[src/rtl/sbsr_pkg.sv]
package sbsr_pkg;

  // Status word layout
  localparam int STAT_W = 8;
  localparam int BIT_ERR = 0;
  localparam int BIT_STOP = 1;
  localparam int BIT_START = 2;
  localparam int BIT_FAIL = 3;
  localparam int BIT_ZERO = 4;
  localparam int BIT_SWEEP = 5;
  localparam int BIT_RQS = 6;
  localparam int BIT_BUSY = 7;
  localparam int FLAG_W = 4;

  // Reset values
  localparam logic [FLAG_W-1:0] FLAGS_RST = 4'h0;
  localparam logic [FLAG_W-1:0] MASK_RST = 4'h0;
  localparam logic [STAT_W-1:0] STAT_RST = 8'h00;

  // Condition inputs grouped together
  typedef struct packed {
    logic err;
    logic sweep_stop;
    logic sweep_start;
    logic fault;
  } sbsr_cond_t;

  // Clear sources grouped together
  typedef struct packed {
    logic serial_poll;
    logic status_query_cmd;
    logic bus_clear;
    logic reset_cmd;
    logic panel_preset;
  } sbsr_clr_t;

endpackage : sbsr_pkg

[src/rtl/sbsr_edge.sv]
`timescale 1ns/10ps
// Two-stage synchroniser with rising-edge pulse per bit
module sbsr_edge #(
  parameter int W = 4
) (
  input wire logic clk_i,
  input wire logic nrst_i,
  input wire logic [W-1:0] lvl_i,
  output logic [W-1:0] rise_o,
  output logic [W-1:0] lvl_o
);

  logic [W-1:0] meta_reg; // First stage, read only by second
  logic [W-1:0] sync_reg; // Stable synchronised level
  logic [W-1:0] prev_reg; // Previous level for edge detect

  // Synchroniser and history
  always_ff @(posedge clk_i or negedge nrst_i) begin
    if (!nrst_i) begin
      meta_reg <= '0;
      sync_reg <= '0;
      prev_reg <= '0;
    end else begin
      meta_reg <= lvl_i;
      sync_reg <= meta_reg;
      prev_reg <= sync_reg;
    end
  end

  // Held-high level gives no pulse, only the false-to-true change
  assign rise_o = sync_reg & ~prev_reg;
  assign lvl_o = sync_reg;

endmodule : sbsr_edge

[src/rtl/sbsr_top.sv]
`timescale 1ns/10ps
module sbsr_top (
  input wire logic CLK_SYS_I,
  input wire logic NRST_I,
  input wire logic ERR_EVT_I,
  input wire logic SWEEP_DONE_I,
  input wire logic SWEEP_STOP_CMD_I,
  input wire logic SWEEP_START_I,
  input wire logic SELF_TEST_FAIL_I,
  input wire logic CAL_FAIL_I,
  input wire logic REF_UNLOCK_I,
  input wire logic OSC_UNLOCK_I,
  input wire logic MEM_LOST_I,
  input wire logic SWEEP_RUN_I,
  input wire logic CMD_BUSY_I,
  input wire logic SERIAL_POLL_I,
  input wire logic STATUS_QUERY_CMD_I,
  input wire logic BUS_CLEAR_I,
  input wire logic RESET_CMD_I,
  input wire logic PANEL_PRESET_I,
  input wire logic MASK_SET_CMD_I,
  input wire logic [3:0] MASK_DATA_I,
  output logic [7:0] STATUS_WORD_O,
  output logic STATUS_VALID_O,
  output logic SRQ_N_O,
  output logic SRQ_LED_O,
  output logic [3:0] MASK_O
);

  localparam int NSRC = 8; // Edge-detected sources
  localparam int NLVL = 2; // Live level sources
  localparam int NCTL = 6; // Strobe inputs

  // Strobe positions in the synchronised strobe vector
  localparam int CTL_POLL = 0;
  localparam int CTL_QUERY = 1;
  localparam int CTL_BCLR = 2;
  localparam int CTL_RCMD = 3;
  localparam int CTL_PRESET = 4;
  localparam int CTL_MASK = 5;

  // Latency: a pin level sampled at one edge reaches the decode one edge
  // later and the registered state one edge after that. The extra cycles
  // are the price of taking board signals from other timing safely, so a
  // controller that polls right after a condition rises may read the old word.
  // Strobes therefore need two cycles high and one low to be seen reliably.

  logic [NSRC-1:0] src_lvl; // Raw condition pins
  logic [NSRC-1:0] src_rise; // One-cycle rising pulses
  logic [NLVL-1:0] lvl_meta_reg; // Live bit first stage
  logic [NLVL-1:0] lvl_sync_reg; // Live bit second stage
  logic [NCTL-1:0] ctl_meta_reg; // Strobe first stage
  logic [NCTL-1:0] ctl_sync_reg; // Strobe second stage
  logic [NCTL-1:0] ctl_prev_reg; // Strobe edge history
  logic [3:0] mdat_meta_reg; // Mask data first stage
  logic [3:0] mdat_sync_reg; // Mask data second stage
  logic [NCTL-1:0] ctl_rise; // Strobe pulses

  sbsr_pkg::sbsr_cond_t set_evt; // Per-flag set events
  sbsr_pkg::sbsr_clr_t clr_evt; // Clear sources
  logic mask_wr; // Mask write strobe

  logic [sbsr_pkg::FLAG_W-1:0] flags_reg; // Latched flags bits 0..3
  logic [sbsr_pkg::FLAG_W-1:0] flags_next;
  logic [sbsr_pkg::FLAG_W-1:0] mask_reg; // Service request mask
  logic [sbsr_pkg::FLAG_W-1:0] mask_next;
  logic rqs_reg; // Bit 6 require service
  logic rqs_next;
  logic [sbsr_pkg::STAT_W-1:0] stat_reg; // Captured answer word
  logic [sbsr_pkg::STAT_W-1:0] stat_next;
  logic valid_reg; // Answer valid pulse
  logic srq_n_reg; // Bus request line, active low
  logic led_reg; // Front panel request indicator

  logic [sbsr_pkg::FLAG_W-1:0] set_vec; // Set events as vector
  logic [sbsr_pkg::FLAG_W-1:0] new_flags; // Unmasked flags newly rising now
  logic [sbsr_pkg::FLAG_W-1:0] clr_flags; // Flags to drop
  logic [sbsr_pkg::FLAG_W-1:0] stop_clr; // Extra clears from sweep events
  logic [sbsr_pkg::STAT_W-1:0] live_word; // Word as it stands now
  logic read_evt; // Poll or query answered
  logic rqs_clr; // Any bit 6 clear source
  logic rqs_set; // Qualified new set event

  assign src_lvl = {MEM_LOST_I, OSC_UNLOCK_I, REF_UNLOCK_I, CAL_FAIL_I,
                    SELF_TEST_FAIL_I, SWEEP_START_I, SWEEP_STOP_CMD_I | SWEEP_DONE_I, ERR_EVT_I};

  // Sources come from other logic on the board, so synchronise and take edges
  sbsr_edge #(
    .W(NSRC)
  ) u_edge (
    .clk_i(CLK_SYS_I),
    .nrst_i(NRST_I),
    .lvl_i(src_lvl),
    .rise_o(src_rise),
    .lvl_o() // Levels unused: flags act on edges only
  );

  // Live bits and strobes pass two flip-flops
  always_ff @(posedge CLK_SYS_I or negedge NRST_I) begin
    if (!NRST_I) begin
      lvl_meta_reg <= '0;
      lvl_sync_reg <= '0;
      ctl_meta_reg <= '0;
      ctl_sync_reg <= '0;
      ctl_prev_reg <= '0;
      mdat_meta_reg <= '0;
      mdat_sync_reg <= '0;
    end else begin
      lvl_meta_reg <= {CMD_BUSY_I, SWEEP_RUN_I};
      lvl_sync_reg <= lvl_meta_reg;
      ctl_meta_reg <= {MASK_SET_CMD_I, PANEL_PRESET_I, RESET_CMD_I, BUS_CLEAR_I,
                       STATUS_QUERY_CMD_I, SERIAL_POLL_I};
      ctl_sync_reg <= ctl_meta_reg;
      ctl_prev_reg <= ctl_sync_reg;
      mdat_meta_reg <= MASK_DATA_I;
      mdat_sync_reg <= mdat_meta_reg;
    end
  end

  // Strobes act once per assertion
  // A strobe held high acts once; it must drop before it acts again,
  // which keeps a slow controller from clearing twice on one request
  assign ctl_rise = ctl_sync_reg & ~ctl_prev_reg;
  assign clr_evt.serial_poll = ctl_rise[CTL_POLL];
  assign clr_evt.status_query_cmd = ctl_rise[CTL_QUERY];
  assign clr_evt.bus_clear = ctl_rise[CTL_BCLR];
  assign clr_evt.reset_cmd = ctl_rise[CTL_RCMD];
  assign clr_evt.panel_preset = ctl_rise[CTL_PRESET];
  assign mask_wr = ctl_rise[CTL_MASK];

  // Fault is any of five hardware conditions rising
  assign set_evt.err = src_rise[0];
  assign set_evt.sweep_stop = src_rise[1];
  assign set_evt.sweep_start = src_rise[2];
  assign set_evt.fault = |src_rise[7:3];
  // Vector order matches status bits 0 to 3
  assign set_vec = {set_evt.fault, set_evt.sweep_start, set_evt.sweep_stop, set_evt.err};

  // Live word: bit 4 fixed zero, bits 5 and 7 pure levels
  assign live_word = {lvl_sync_reg[1], rqs_reg, lvl_sync_reg[0], 1'b0, flags_reg};

  // Poll and query read the same captured word
  // A poll and a query in one cycle count as a single read
  assign read_evt = clr_evt.serial_poll | clr_evt.status_query_cmd;

  // Sweep start drops stopped; stop drops started
  assign stop_clr = {1'b0, set_evt.sweep_stop, set_evt.sweep_start, 1'b0};

  // Only flags visible in the captured answer are cleared by the read
  assign clr_flags = (read_evt ? flags_reg : '0) | stop_clr;

  // Set beats clear so a simultaneous event is not lost
  assign flags_next = (flags_reg & ~clr_flags) | set_vec;

  // Only a fresh set event qualifies, never a stale flag unmasked later
  assign new_flags = set_vec & mask_reg;
  assign rqs_set = |new_flags;
  // Bit 6 and the request line move together: the line is the registered
  // inverse of the next bit 6, so both change on one edge
  assign rqs_clr = read_evt | clr_evt.bus_clear | clr_evt.reset_cmd | clr_evt.panel_preset;
  assign rqs_next = rqs_set | (rqs_reg & ~rqs_clr);

  // Mask is four bits wide; busy and sweep bits cannot be enabled
  // Mask data has its own two stages; it must stay steady around the strobe
  assign mask_next = mask_wr ? mdat_sync_reg : mask_reg;

  // Answer word held from capture until the next read
  assign stat_next = read_evt ? live_word : stat_reg;

  // Flag, mask and bit 6 state
  always_ff @(posedge CLK_SYS_I or negedge NRST_I) begin
    if (!NRST_I) begin
      flags_reg <= sbsr_pkg::FLAGS_RST;
      mask_reg <= sbsr_pkg::MASK_RST;
      rqs_reg <= 1'b0;
    end else begin
      flags_reg <= flags_next;
      mask_reg <= mask_next;
      rqs_reg <= rqs_next;
    end
  end

  // Answer and request outputs, all registered
  always_ff @(posedge CLK_SYS_I or negedge NRST_I) begin
    if (!NRST_I) begin
      stat_reg <= sbsr_pkg::STAT_RST;
      valid_reg <= 1'b0;
      srq_n_reg <= 1'b1;
      led_reg <= 1'b0;
    end else begin
      stat_reg <= stat_next;
      valid_reg <= read_evt;
      srq_n_reg <= ~rqs_next;
      led_reg <= rqs_next;
    end
  end

  // Top outputs are plain copies of flops
  assign STATUS_WORD_O = stat_reg;
  assign STATUS_VALID_O = valid_reg;
  assign SRQ_N_O = srq_n_reg;
  assign SRQ_LED_O = led_reg;
  assign MASK_O = mask_reg;

endmodule : sbsr_top

[config.mk]
export PLATFORM = sky130hd
export DESIGN_NAME = sbsr_top
export DESIGN_NICKNAME = d
export VERILOG_FILES = /design/src/rtl/sbsr_pkg.sv /design/src/rtl/sbsr_edge.sv /design/src/rtl/sbsr_top.sv
export SDC_FILE = /design/constraint.sdc
export NUM_CORES = 1
export LEC_CHECK = 0
export BUFFER_PORTS_ARGS = -buffer_cell sky130_fd_sc_hd__buf_2
export CORE_MARGIN = 4
export CORE_UTILIZATION = 35
export DETAILED_ROUTE_END_ITERATION = 8
export SLEW_MARGIN = 25
export SYNTH_ARGS = -nofsm -noshare
export SYNTH_HDL_FRONTEND = slang
export SYNTH_SLANG_ARGS = --single-unit
[constraint.sdc]
create_clock -name CLK_SYS_I -period 2.05 [get_ports CLK_SYS_I]
set_input_delay 0.41 -clock CLK_SYS_I [delete_from_list [all_inputs] [get_ports CLK_SYS_I]]
set_output_delay 0.41 -clock CLK_SYS_I [all_outputs]
set_load 0.1 [all_outputs]
Word-level counts from Yosys, hierarchy flattened
Index checks and enable logic that the tools add are counted.
{"block": "op_classes", "div": 0, "bitwise_logic": 18, "mux": 1, "n_shift": 0, "n_eq_ne": 0, "n_lt_le_gt_ge": 0, "addsub": 0, "reduce_logical": 2, "mul": 0}
{"operator": "bitwise AND 4 bit", "n": 2}
{"operator": "bitwise AND 8 bit", "n": 1}
{"operator": "inverter 8 bit", "n": 1}
{"operator": "bitwise AND 6 bit", "n": 1}
{"operator": "inverter 6 bit", "n": 1}
{"operator": "OR 1 bit", "n": 6}
{"operator": "OR reduction 5 bit", "n": 1}
{"operator": "two-way mux 4 bit", "n": 1}
{"operator": "inverter 4 bit", "n": 1}
{"operator": "OR 4 x 3 -> 4 bit", "n": 1}
{"operator": "OR 4 bit", "n": 1}
{"operator": "OR reduction 4 bit", "n": 1}
{"operator": "inverter 1 bit", "n": 2}
{"operator": "bitwise AND 1 bit", "n": 1}
{"block": "word_totals", "out_inout_bits": 15, "elab_cells": 37, "regBits": 72, "romBits": 0, "ramBits": 0, "latchBits": 0, "mem_count": 0, "input_bits": 23}

Logic depth before layout (Yosys ltp)
{"block": "logic_depth", "depth_word": 10, "mapped_depth": 5, "depth_no_buf": 4}

Modules after synthesis
From an unflattened synthesis, not the netlist that was laid out.
{"block": "unflattened", "cells_unflattened": 117, "hier_area_um2": 2212.1}
{"module": "sbsr_top", "seq_area_each_um2": 1202.4, "instances": 1, "area_per_inst_um2": 1501.4, "cells_each": 85}
{"module": "sbsr_edge", "seq_area_each_um2": 600.6, "instances": 1, "area_per_inst_um2": 710.7, "cells_each": 32}

Worst setup path after synthesis
Ideal clock, no wire load.
{"block": "synth_timing", "path_type": "reg-to-reg", "start": "reg rqs_reg", "end": "reg srq_n_reg (netlist: SRQ_N_O)", "stages_incl_launch_ff": 4, "path_slack_ns": 0.520, "setup_ns": 0.124, "synth_period_minus_slack_ns": 1.530, "arrival_ns": 1.406, "required_ns": 1.926, "path_buffers": 0, "path_cell_list": "dfrtp_1 o21ai_0 nor3_1 a211oi_1"}
{"block": "synth_via", "elab_chain_len": 3}
{"item": "from (decl)", "line": "sbsr_top.sv:67", "source": "logic rqs_reg;"}
{"item": "from (signal assigned)", "line": "sbsr_top.sv:179", "source": "rqs_reg <= rqs_next;"}
{"item": "bitwise AND 1 bit", "line": "sbsr_top.sv:161", "source": "assign rqs_next = rqs_set | (rqs_reg & ~rqs_clr);"}
{"item": "OR 1 bit", "line": "sbsr_top.sv:161"}
{"item": "inverter 1 bit", "line": "sbsr_top.sv:193", "source": "srq_n_reg <= ~rqs_next;"}
{"item": "to (signal assigned)", "line": "sbsr_top.sv:193"}
{"item": "to (decl)", "line": "sbsr_top.sv:72", "source": "logic srq_n_reg;"}
No other way between the ends.
A chain may end at the register's enable or synchronous reset.

Final worst setup path
{"block": "layout_timing", "start": "reg srq_n_reg (netlist: SRQ_N_O)", "end": "out SRQ_N_O"}
{"item": "to (decl)", "line": "sbsr_top.sv:25", "source": "output logic SRQ_N_O,"}
No word-level cell between the ends.

==> flow_summary.yaml <==
status:
  status: "completed"
setup_path:
  cp_cell_sequence: "buf_2"
  path_buf_inv: 1
  critPathRequiredTime_ns: 1.64
  critPathKind: "register to primary output"
  crit_fanout: 1
  arrival_ns: 1.26
  reg2reg_slack_ns: 0.66
  slowest_delay_ns: 0.52
  crit_path_top_delay_cell: "dfstp_2"
  crit_family: "flip-flops"
  end_kind: "primary output"
  start_kind: "register"
sta:
  final.setup.tns_ns: 0
  rsz0062_at_grt: "false"
  fin_crit_sh_pct: 81.5
  final-hold-violation-count: 0
  holdWs_ns: 0.106
  fmax_mhz: 599
  worst_slack_ns: 0.379
  clock_skew_ns: 0.00270
  layout_min_cycle_time_ns: 1.67
  slew_viol_final: 0
  max_slew.worst_pin.slew_ns: 0.649
  setup_viol: 0
  maxSlewHeadroom_pct: 56.7
synthesis:
  postSynthCellCount: 122
  synthAdderAreaFrac_pct: 0
  synthXorXnorAreaFrac_pct: 0
  synth_cell_type_count: 22
  synth_top_family_by_area: "compound AO/OA/AOI/OAI gates"
  yosys_register_bits: 72
  synth-seq-area-share_pct: 84.7
  synthSimpleGateAreaFrac_pct: 2.35
  synth.avg_cell_area_um2: 17.4
  synth_nets: 145
  synth-compound-area-share_pct: 4.94
  yosysWarnings: 0
  synthMuxAreaShare_pct: 4.76
  syn_area_um2: 2130
clocking:
  cts_max_level: 3
  hold_buffers: 0
  clk_latency_ns: 0.32
  cts.clk_slew.worst_paths_ns: 0.07
  root_buffer: "clkbuf_8"
  clock_path_buffers: 2
  cts_tree: "built"
  cts_resized: 0
  clock_sink_count: 72
  cts_buffers: 9
  cts_setup_buffers: 0
route:
  detail_route.wl_per_cell_um: 12.4
  dr.pass1.iters: 4
  drc: 0
  drtIter0Drc: 74
  vias: 1036
  drt.antenna.violating_nets: 0
  viasPerCell: 4.18
  wl_mm: 3.08
pwr:
  vdd_ir_drop_max_mv: 0.448
  p_per_area_nw_per_um2: 1200
  p_leak_nw: 1.25
  totalPowerFinal_mw: 3.14
place:
  placed_cells: 233
  pre_cts_slack_ns: 0.662
  place_congestion: 0.683
  io_buffer_count: 36
  hpwlAfterDp_mm: 2.18
global_route:
  grt_max_degree: 44
  grt_antenna_before_repair: 0
  track_usage_pct: 9.87
  grt_overflow: 0
  grt_pass1_vias: 1162
  grt_pass1_wl_mm: 5.35
floorplan:
  start_util_pct: 35.9
  core_um2: 5920
  die_area_um2: 7390
  row_count: 28
  die_x_um: 86.0
  ios: 38
  die_h_um: 86.0
finish:
  synthToLayoutAreaGrowth_pct: 22.3
  antenna-diode-count: 0
  final_cell_mix: "71 x dfrtp_1, 36 x buf_2, 14 x inv_1, 10 x clkbuf_8, 9 x mux2_2"
  fin_cells: 248
  drive_gt1_share_pct: 37.6
  final_common_cell: "dfrtp_1"
  nNetsFinal: 192
worst_hold_path:
  hp-class: "input pin to asynchronous set/reset pin"
run:
  max_cap_viol_count: 0
## synthesized netlist by cell type
cell type  number  area share (%)
or2_2           1            0.29
a21o_2          1            0.41
o221ai_2        1            0.71
o22ai_1         2            0.59
mux2_2          9             4.8
a22o_1          1            0.41
a211o_1         1            0.41
dfstp_2         1             1.2
dfrtp_1        71              83
o221ai_1        1            0.41
nor2b_1         1            0.29
a222oi_1        1            0.47
nand2_1         4            0.71
nor3_1          1            0.23
o21ai_0         5             1.2
conb_1          1            0.18
inv_1          14             2.5
a211oi_1        1            0.35
buf_2           1            0.23
nand3_1         1            0.23
buf_4           1            0.35
nand2b_1        2            0.59
## cell type report
type	instances	area, µm²
Clock buffer	11	141
Clock inverter	4	45.0
Fill cell	546	3320
Inverter	14	52.6
Multi-Input combinational cell	34	260
Sequential cell	72	1800
Tap cell	75	93.8
Timing Repair Buffer	38	208
## per-stage QoR
stage                     area, µm²  utilization (%)
after global placement         2420             40.8
final                          2600             44.0
after detailed placement       2420             40.8
after global routing           2600             44.0
after floorplan                2130                -
after CTS                      2600             44.0
## layer usage
layer  track usage, %  up-vias  wire length, µm
met2             14.9       30             1490
met1             11.0      514             1280
met3             4.71        7              235
li1                 -      485                -
met5                0        -                0
met4             6.62        0               80
## worst register-to-register path, stage by stage (launching register included)
cell	delay (ns)
dfrtp_1	0.38
a222oi_1	0.40
o221ai_2	0.18
a211o_1	0.32
## kinds of logic after synthesis
family          after synthesis
buf+inv                      16
compound gates               14
flops                        72
other cells                   1
mux                           9
simple gates                 10
## path summary, 6_finish.rpt
check                                                 from                           end  cells past startpoint
max in group asynchronous                           NRST_I     lvl_meta_reg[0]$_DFF_PN0_                      2
worst min register to register  mdat_meta_reg[0]$_DFF_PN0_    mdat_sync_reg[0]$_DFF_PN0_                      0
worst min-delay path                                NRST_I  u_edge.meta_reg[3]$_DFF_PN0_                      1
min in group CLK_SYS_I                    SELF_TEST_FAIL_I  u_edge.meta_reg[3]$_DFF_PN0_                      1
worst max register to register   u_edge.lvl_o[3]$_DFF_PN0_             rqs_reg$_DFF_PN0_                      3
worst max-delay path                     SRQ_N_O$_DFF_PN1_                       SRQ_N_O                      1
## power by group
group | internal, mW | leakage, nW | switching [mW]
registers | 1.53 | 0.834 | 0.0455
logic | 0.0959 | 0.314 | 0.429
clock network | 0.582 | 0.0989 | 0.454
(Power assumes the default switching activity.)
